### src/rtl/ssr_map.vh
// ssr_map.vh: byte codes and field values for the shutter status reporter
// assumes: included by the design files by bare name; definitions only
`ifndef SSR_MAP_VH
`define SSR_MAP_VH

// host query codes and reply terminator
`define SSR_CMD_STATUS 8'hCC
`define SSR_CMD_TYPE 8'hFD
`define SSR_CR 8'h0D

// shutter position
`define SSR_POS_OPEN 8'hAA
`define SSR_POS_CLOSED 8'hAC

// shutter mode
`define SSR_MODE_NONE 8'hDB
`define SSR_MODE_FAST 8'hDC
`define SSR_MODE_SOFT 8'hDD
`define SSR_MODE_ND 8'hDE
`define SSR_ND_MAX 8'h90

// lead-in
`define SSR_LEAD_IN 8'hFA

// trigger input settings
`define SSR_TRIG_OFF 8'hA0
`define SSR_TRIG_HIGH 8'hA1
`define SSR_TRIG_LOW 8'hA2
`define SSR_TRIG_RISE 8'hA3
`define SSR_TRIG_FALL 8'hA4

// sync output settings
`define SSR_SYNC_OFF 8'hB0
`define SSR_SYNC_HIGH 8'hB1
`define SSR_SYNC_LOW 8'hB2

// reply fifo
`define SSR_FIFO_DEPTH 8
`define SSR_FIFO_AW 3

`endif

### src/rtl/ssr_fifo.v
// ssr_fifo.v: small synchronous fifo for reply bytes
// assumes: single clock, asynchronous active-high reset
`timescale 1ns/1ps
`include "ssr_map.vh"

module ssr_fifo #(
	parameter WIDTH = 8,
	parameter DEPTH = `SSR_FIFO_DEPTH,
	parameter AW = `SSR_FIFO_AW
) (
	// clock and reset
	input wire clk,
	input wire rst,
	// fill side
	input wire in_valid,
	output wire in_ready,
	input wire [WIDTH-1:0] in_data,
	// drain side
	output wire out_valid,
	input wire out_ready,
	output wire [WIDTH-1:0] out_data
);

	reg [WIDTH-1:0] mem [0:DEPTH-1];
	reg [AW-1:0] wr_ptr_r;
	reg [AW-1:0] rd_ptr_r;
	reg [AW:0] count_r;
	wire push;
	wire pop;

	assign in_ready = (count_r != DEPTH);
	assign out_valid = (count_r != 0);
	assign out_data = mem[rd_ptr_r];
	assign push = in_valid && in_ready;
	assign pop = out_valid && out_ready;

	// storage has no reset; only the pointers and the count need a defined start
	always @(posedge clk) begin
		if (push) begin
			mem[wr_ptr_r] <= in_data;
		end
	end

	always @(posedge clk or posedge rst) begin
		if (rst) begin
			wr_ptr_r <= {AW{1'b0}};
			rd_ptr_r <= {AW{1'b0}};
			count_r <= {(AW+1){1'b0}};
		end else begin
			if (push) begin
				wr_ptr_r <= (wr_ptr_r == DEPTH - 1) ? {AW{1'b0}} : wr_ptr_r + 1'b1;
			end
			if (pop) begin
				rd_ptr_r <= (rd_ptr_r == DEPTH - 1) ? {AW{1'b0}} : rd_ptr_r + 1'b1;
			end
			if (push && !pop) begin
				count_r <= count_r + 1'b1;
			end else if (pop && !push) begin
				count_r <= count_r - 1'b1;
			end
		end
	end

endmodule // ssr_fifo

### src/rtl/ssr_status.v
// ssr_status.v: status and type query responder with trigger-driven shutter control
// assumes: command bytes arrive one per cycle with a valid strobe from a uart;
// reply bytes leave through a valid/ready stream; trigger input is asynchronous
`timescale 1ns/1ps
`include "ssr_map.vh"

module ssr_status #(
	parameter TYPE_LEN = 2,
	parameter [15:0] TYPE_INFO = 16'h5A01 // arbitrary identity value
) (
	// clock and reset
	input wire clk,
	input wire rst,
	// command bytes from host
	input wire cmd_valid,
	input wire [7:0] cmd_byte,
	output wire cmd_busy,
	// reply stream to host
	output wire rsp_valid,
	input wire rsp_ready,
	output wire [7:0] rsp_data,
	// configuration
	input wire [7:0] cfg_mode,
	input wire [7:0] cfg_nd_steps,
	input wire [7:0] cfg_trig,
	input wire [7:0] cfg_sync,
	// software shutter command
	input wire sw_open_set,
	input wire sw_close_set,
	// trigger and shutter pins
	input wire trig_in,
	output wire shutter_open,
	output reg sync_out
);

	localparam ST_IDLE = 3'h0;
	localparam ST_STAT = 3'h1;
	localparam ST_TYPE = 3'h2;

	localparam IX_ECHO = 4'h0;
	localparam IX_POS = 4'h1;
	localparam IX_MODE = 4'h2;
	localparam IX_ND = 4'h3;
	localparam IX_LEAD = 4'h4;
	localparam IX_TRIG = 4'h5;
	localparam IX_SYNC = 4'h6;
	localparam IX_LAST = 4'h6;

	reg [2:0] state_r;
	reg [2:0] state_nxt;
	reg [3:0] idx_r;
	reg [3:0] idx_nxt;
	reg [7:0] byte_nxt;
	reg push_nxt;
	reg [7:0] mode_snap_r;
	reg [7:0] nd_snap_r;
	reg [7:0] trig_snap_r;
	reg [7:0] sync_snap_r;
	reg pos_snap_r;
	reg trig_s1_r;
	reg trig_s2_r;
	reg trig_d_r;
	reg base_open_r;
	reg open_nxt;
	reg open_level;
	reg [1:0] warm_r;
	wire fifo_in_ready;
	wire rise;
	wire fall;
	wire edge_ok;

	// settings are snapshotted at query time so the reply is self-consistent
	function [7:0] clean_mode;
		input [7:0] m;
		begin
			if (m == `SSR_MODE_FAST || m == `SSR_MODE_SOFT || m == `SSR_MODE_ND) begin
				clean_mode = m;
			end else begin
				clean_mode = `SSR_MODE_NONE;
			end
		end
	endfunction

	function is_trig_mode;
		input [7:0] t;
		input [7:0] want;
		begin
			is_trig_mode = (t == want);
		end
	endfunction

	// out-of-range step counts are clamped into 1..144
	function [7:0] clamp_steps;
		input [7:0] s;
		begin
			if (s == 8'h00) begin
				clamp_steps = 8'h01;
			end else if (s > `SSR_ND_MAX) begin
				clamp_steps = `SSR_ND_MAX;
			end else begin
				clamp_steps = s;
			end
		end
	endfunction

	// unknown trigger codes are reported, and act, as disabled
	function [7:0] clean_trig;
		input [7:0] t;
		begin
			if (t >= `SSR_TRIG_OFF && t <= `SSR_TRIG_FALL) begin
				clean_trig = t;
			end else begin
				clean_trig = `SSR_TRIG_OFF;
			end
		end
	endfunction

	function [7:0] clean_sync;
		input [7:0] y;
		begin
			if (y >= `SSR_SYNC_OFF && y <= `SSR_SYNC_LOW) begin
				clean_sync = y;
			end else begin
				clean_sync = `SSR_SYNC_OFF;
			end
		end
	endfunction

	// level seen on the sync pin for a given shutter state
	function sync_level;
		input [7:0] y;
		input open;
		begin
			case (y)
				`SSR_SYNC_HIGH: sync_level = open;
				`SSR_SYNC_LOW: sync_level = !open;
				default: sync_level = 1'b0;
			endcase
		end
	endfunction

	function [7:0] pos_code;
		input open;
		begin
			pos_code = open ? `SSR_POS_OPEN : `SSR_POS_CLOSED;
		end
	endfunction

	// the microstep byte is skipped unless the mode is neutral density
	function [3:0] stat_next;
		input [3:0] ix;
		input [7:0] mode;
		begin
			if (ix == IX_MODE && mode != `SSR_MODE_ND) begin
				stat_next = IX_LEAD;
			end else begin
				stat_next = ix + 4'h1;
			end
		end
	endfunction

	function [7:0] type_byte;
		input [3:0] ix;
		begin
			if (ix < TYPE_LEN) begin
				type_byte = TYPE_INFO[8*(TYPE_LEN-1-ix) +: 8];
			end else begin
				type_byte = `SSR_CR;
			end
		end
	endfunction

	// trigger synchroniser; the first stage is never looked at, edges compare the second stage with the third
	always @(posedge clk or posedge rst) begin
		if (rst) begin
			trig_s1_r <= 1'b0;
			trig_s2_r <= 1'b0;
			trig_d_r <= 1'b0;
		end else begin
			trig_s1_r <= trig_in;
			trig_s2_r <= trig_s1_r;
			trig_d_r <= trig_s2_r;
		end
	end

	// edges are ignored until the synchroniser holds real pin samples, so a pin
	// that is already high at reset does not look like a rising edge
	always @(posedge clk or posedge rst) begin
		if (rst) begin
			warm_r <= 2'h0;
		end else if (warm_r != 2'h3) begin
			warm_r <= warm_r + 2'h1;
		end
	end

	assign edge_ok = (warm_r == 2'h3);
	assign rise = edge_ok && trig_s2_r && !trig_d_r;
	assign fall = edge_ok && !trig_s2_r && trig_d_r;

	// stored shutter state: software commands and edge toggles
	always @* begin
		open_nxt = base_open_r;
		if (sw_open_set) begin
			open_nxt = 1'b1;
		end else if (sw_close_set) begin
			open_nxt = 1'b0;
		end
		if (is_trig_mode(cfg_trig, `SSR_TRIG_RISE) && rise) begin
			open_nxt = !base_open_r;
		end else if (is_trig_mode(cfg_trig, `SSR_TRIG_FALL) && fall) begin
			open_nxt = !base_open_r;
		end
	end

	always @(posedge clk or posedge rst) begin
		if (rst) begin
			base_open_r <= 1'b0;
		end else begin
			base_open_r <= open_nxt;
		end
	end

	// level modes override the stored state; 160 and unknown codes leave it alone
	always @* begin
		case (cfg_trig)
			`SSR_TRIG_HIGH: open_level = trig_s2_r;
			`SSR_TRIG_LOW: open_level = trig_s2_r;
			default: open_level = base_open_r;
		endcase
	end

	assign shutter_open = open_level;

	// sync output follows the shutter in the selected polarity
	always @(posedge clk or posedge rst) begin
		if (rst) begin
			sync_out <= 1'b0;
		end else begin
			sync_out <= sync_level(cfg_sync, shutter_open);
		end
	end

	// reply sequencer: one byte pushed per accepted fifo slot
	assign cmd_busy = (state_r != ST_IDLE);

	always @* begin
		state_nxt = state_r;
		idx_nxt = idx_r;
		byte_nxt = 8'h00;
		push_nxt = 1'b0;
		case (state_r)
			ST_IDLE: begin
				idx_nxt = 4'h0;
				if (cmd_valid && cmd_byte == `SSR_CMD_STATUS) begin
					state_nxt = ST_STAT;
				end else if (cmd_valid && cmd_byte == `SSR_CMD_TYPE) begin
					state_nxt = ST_TYPE;
				end
			end
			ST_STAT: begin
				push_nxt = 1'b1;
				case (idx_r)
					IX_ECHO: byte_nxt = `SSR_CMD_STATUS;
					IX_POS: byte_nxt = pos_code(pos_snap_r);
					IX_MODE: byte_nxt = mode_snap_r;
					IX_ND: byte_nxt = nd_snap_r;
					IX_LEAD: byte_nxt = `SSR_LEAD_IN;
					IX_TRIG: byte_nxt = trig_snap_r;
					IX_SYNC: byte_nxt = sync_snap_r;
					default: byte_nxt = 8'h00;
				endcase
				if (fifo_in_ready) begin
					if (idx_r == IX_LAST) begin
						state_nxt = ST_IDLE;
					end else begin
						idx_nxt = stat_next(idx_r, mode_snap_r);
					end
				end
			end
			ST_TYPE: begin
				push_nxt = 1'b1;
				byte_nxt = type_byte(idx_r);
				if (fifo_in_ready) begin
					if (idx_r == TYPE_LEN) begin
						state_nxt = ST_IDLE;
					end else begin
						idx_nxt = idx_r + 4'h1;
					end
				end
			end
			default: state_nxt = ST_IDLE;
		endcase
	end

	always @(posedge clk or posedge rst) begin
		if (rst) begin
			state_r <= ST_IDLE;
			idx_r <= 4'h0;
			mode_snap_r <= `SSR_MODE_NONE;
			nd_snap_r <= 8'h01;
			trig_snap_r <= `SSR_TRIG_OFF;
			sync_snap_r <= `SSR_SYNC_OFF;
			pos_snap_r <= 1'b0;
		end else begin
			state_r <= state_nxt;
			idx_r <= idx_nxt;
			if (state_r == ST_IDLE && cmd_valid) begin
				mode_snap_r <= clean_mode(cfg_mode);
				nd_snap_r <= clamp_steps(cfg_nd_steps);
				trig_snap_r <= clean_trig(cfg_trig);
				sync_snap_r <= clean_sync(cfg_sync);
				pos_snap_r <= shutter_open;
			end
		end
	end

	// the fifo decouples reply generation from a slow serial transmitter
	ssr_fifo #(
		.WIDTH(8),
		.DEPTH(`SSR_FIFO_DEPTH),
		.AW(`SSR_FIFO_AW)
	) u_fifo (
		.clk(clk),
		.rst(rst),
		.in_valid(push_nxt),
		.in_ready(fifo_in_ready),
		.in_data(byte_nxt),
		.out_valid(rsp_valid),
		.out_ready(rsp_ready),
		.out_data(rsp_data)
	);

endmodule // ssr_status

### config.mk
export PLATFORM = sky130hd
export DESIGN_NAME = ssr_status
export DESIGN_NICKNAME = d
export VERILOG_FILES = /design/src/rtl/ssr_fifo.v /design/src/rtl/ssr_status.v
export VERILOG_INCLUDE_DIRS = /design/src /design/src/rtl
export SDC_FILE = /design/constraint.sdc
export NUM_CORES = 1
export LEC_CHECK = 0
export BUFFER_PORTS_ARGS = -buffer_cell sky130_fd_sc_hd__buf_2
export CELL_PAD_IN_SITES_DETAIL_PLACEMENT = 2
export CELL_PAD_IN_SITES_GLOBAL_PLACEMENT = 2
export CORE_MARGIN = 8
export CORE_UTILIZATION = 25
export CTS_CLUSTER_DIAMETER = 60
export DETAILED_ROUTE_END_ITERATION = 8
export GPL_TIMING_DRIVEN = 0
export PLACE_DENSITY = 0.54
export RECOVER_POWER = 50
export SETUP_SLACK_MARGIN = 0.15
export SYNTH_ARGS = -nofsm -noshare
export SYNTH_HDL_FRONTEND = slang
export SYNTH_HIERARCHICAL = 1
export SYNTH_SLANG_ARGS = --single-unit
### constraint.sdc
create_clock -name clk -period 2.6 [get_ports clk]
set_clock_uncertainty 0.1 [all_clocks]
set_input_delay 0.26 -clock clk [delete_from_list [all_inputs] [get_ports clk]]
set_output_delay 0.26 -clock clk [all_outputs]
set_load 0.01 [all_outputs]
==> results.md <==
* Cell Count, Final, Fillers Out at 837
* Static Leak at 2.80 nW
* Clock root buffer: clkbuf_16
* Worst-case clock buffer depth at 2
* Layer with the highest usage: met2
* DRC at 0
* GRT met3 Usage at about 3.6%
* Share of cells above drive strength 1 at 36.8%
* Die X at 167 um
* Worst hold path type: in -> reg
* Clock sinks at 120
* Count leader, synth: edfxtp_1
* CORE AREA at 0.0225 mm2
* DRT Pass-1 Iters at 4
* Vias post-DR at 3,940
* Synth Cell Area at between 0.005 and 0.006 mm2
* Mapped Avg Cell Area at 13.6 um2
* Slew headroom at 44.8%
* Worst Path Required at approximately 2800 ps
* Worst reg2reg endpoint: u_fifo/count_r[3]$_DFFE_PP0P_
* Mapped Cells at between 400 and 500
* Post-Synth Simple-Gate Area at between 10% and 20%
* Max cap viols at 0
* Post-synth top area share at 33.8%
* Initial DRC count at 125
* Post-synth EDFFs at 64
* Clk Latency, worst-skew pair at around 410 ps
* Compound-Gate Fraction of Synth Area at 9.35%
* Final period util at 93.9%
* Seq pwr share at between 30 and 40%
* Global placer's final weighted congestion at 0.730
* Pwr Density at 837 mW/mm2
* Inserted Diodes at 0
* Largest family of logic cells by synthesized area: simple AND/OR/NAND/NOR gates
* Maximum resistive drop on vdd at between 0.3 and 0.4 mV
* CTS tree: yes
* Status: complete, no violations
* Worst setup EP type: flop
* Top FF cell, synth: edfxtp_1
* Worst R2R Setup Slack at around 160 ps
* Origin of the critical flop-to-flop path: u_fifo/count_r[0]$_DFFE_PP0P_
* Switching Share at about 28%
* Area Overhead vs Synth at 32.4%
* Post-route minimum period at around 2400 ps
* Starting density of the core at 25.3%
* H-tree depth at 4
* Least-Margin Pin Slew at 823 ps
* Worst-path clk slew at 60 ps
* CP peak stage delay at 600 ps
* R2R cell count at 8
* Nets at approximately 610
* Dpl hpwl at 11,100 um
* Hold Path Cell Cnt at 2
* Final wirelength at 15,500 um
* Inst Count DP at 764
* Hold Violations, Final at 0
* Asr flop ratio synth at 46.7%
* RSZ-0062 raised after global routing: yes
* Die height at 167 um
* Main area contributors after synthesis: edfxtp_1, dfrtp_1, dfstp_2, ha_1, mux4_1
* Synth top cells by count: edfxtp_1, dfrtp_1, nand2_1
* Post-synthesis xor/xnor area fraction at 0.770%
* Crit start category: flop
* Global route total overflow at 0
* Worst hold start: cfg_trig[2]
* Number of global-route vias before repair at around 4.5k
* Largest net degree at the start of global routing at 28
* Input/output buffers at 58
* Avg Vias per Cell at around 4.7
* Tot GR Track Use at approximately 11%
* TritonCTS Buffers at 17
* Post-synth cell types at 68
* First-pass GRT wire length at roughly 25,000 um
* Site Rows at 55
* Comb pwr share at between 20% and 30%
* Final core utilization at 33.5%
* Post-Synth Adder-Cell Area at 4.31%
* Crit-path cells: or4_1, nand2_4, ha_4, inv_4, ha_4, or4_4, nand3_2, o221ai_2
* WHS at 23.5 ps
* P_int at 4.55 mW
* Post-route ant nets at 0
* CP max FO at 5
* WHS Endpoint: trig_snap_r[0]$_DFFE_PP0P_
* Crit path DAT at between 2000 and 3000 ps
* CP Class: reg -> reg
* Worst path slowest cell: or4_1
* Setup violators final at 0
* Clk network pwr share at 35.5%
* M2 GR Usage at about a fifth
* F_max at 410 MHz
* Num ports at 59
* NetSw at 1.76 mW
* Drt wl/cell at about 19 um
* Total die area at 0.0278 mm2
* Yosys Warn Count at 6
* Syn nets at 485
* Cell taking the most area after synthesis: edfxtp_1
* M1 GR Usage at between 10% and 20%
* Initial antenna violation count at 0
* Sequential fraction of the synthesis area at 58.7%
* #FFs+latches synth at 120
* Mux contribution to synthesized area at between 10 and 15%
* Worst path most repeated cell: ha_4
* Max Slew Vio Count at 0
-- power groups by stage --
stage | Combinational (mW) | Clock [mW] | Sequential [mW]
finish | 1.78 | 2.24 | 2.29
floorplan | 0.962 | 0 | 2.27
global placement | 1.27 | 0 | 2.31
global route | 1.93 | 2.39 | 2.31
CTS | 1.65 | 2.30 | 2.28
detailed placement | 1.35 | 0 | 2.32
-- per-layer routing --
layer  up-vias  share of wire (%)
met5         -                  0
met4         0               0.77
met3        12                3.1
met2        64                 53
met1      2025                 43
li1       1839                  -
-- per-stage QoR --
stage	total power [mW]	cell area (um2)	worst slack (ps)	TNS, ps
floorplan	3.23	5720	156	0
global placement	3.59	6360	-338	-14070
detailed placement	3.67	6400	-484	-14830
CTS	6.23	7420	120	0
global route	6.62	7530	63.1	0
finish	6.30	7530	159	0
-- flip-flops by register name, summed over array words and instances, names as in the netlist --
name	flops
u_fifo/mem	64
trig_d_r	1
u_fifo/wr_ptr_r	3
trig_snap_r	8
mode_snap_r	8
state_r	2
warm_r	2
sync_out	1
sync_snap_r	8
pos_snap_r	1
nd_snap_r	8
u_fifo/rd_ptr_r	3
u_fifo/count_r	4
idx_r	4
trig_s2_r	1
trig_s1_r	1
base_open_r	1
-- worst max-delay path: cells and delay by family, from the launching register on --
kind                     cells  cell delay, ps
AO/OA/AOI/OAI                1             100
flip-flops                   1             420
AND/OR/NAND/NOR              4            1320
adder cells (fa/ha/maj)      2             320
buffers and inverters        1              50
-- cells by family (layout without fill, tap and decap cells) --
logic type	after synthesis	count (layout)
fa+ha+maj	19	19
simple gates	129	129
flops	120	120
buf+inv	34	167
compound gates	75	75
mux	37	37
xor+xnor	5	5
-- area by class of cell --
type                            instances  area [um2]
Inverter                               18        75.1
Clock buffer                           23         458
Fill cell                            2327       15000
Multi-Input combinational cell        265        2370
Tap cell                              285         357
Buffer                                 15         111
Clock inverter                          9         103
Sequential cell                       120        3340
Timing Repair Buffer                  102         718
-- how the worst max path moves through the flow --
stage	startpoint	end	slack, ps
2_1_floorplan	u_fifo/count_r[2]$_DFFE_PP0P_	u_fifo/count_r[3]$_DFFE_PP0P_	160
3_3_place_gp	idx_r[0]$_DFFE_PP0P_	u_fifo/mem[5][6]$_DFFE_PP_	-340
3_5_place_dp	idx_r[0]$_DFFE_PP0P_	u_fifo/mem[5][0]$_DFFE_PP_	-480
4_1_cts	state_r[1]$_DFFE_PP0P_	u_fifo/mem[2][7]$_DFFE_PP_	120
5_1_grt	u_fifo/count_r[0]$_DFFE_PP0P_	u_fifo/count_r[3]$_DFFE_PP0P_	60
6_report	u_fifo/count_r[0]$_DFFE_PP0P_	u_fifo/count_r[3]$_DFFE_PP0P_	160
-- cells in the final DEF (no fill, tap or decap), types with 4 or more instances in the layout --
cell type      count
dfstp_2           12
buf_6             11
o21ai_4            4
nand3_1           12
ha_2               4
a221oi_1           4
or3_1              5
mux2_2             9
nand2b_1          13
a21oi_1           14
nand4b_1           5
inv_1             14
mux4_2            15
nor3_2             5
clkinv_2           4
dlygate4sd3_1     13
o41ai_1            4
and2_0             7
a22o_1             7
buf_2             47
clkbuf_1          17
buf_4             23
ha_1              12
a31oi_1            4
nand2_1           33
dfrtp_1           42
o21ai_0           11
clkbuf_16         17
mux2_4             8
edfxtp_1          64
nand3b_1           6
nor2_1            15
xnor2_1            4
-- what timing repair did --
item,CTS,global route
hold buffers,13,0
resized for setup,52,25
setup buffers,21,7
pin swaps,6,8
endpoints found under the hold margin,32,0
cloned,1,0
setup endpoints to repair,115,77
(Power assumes the default switching activity.)
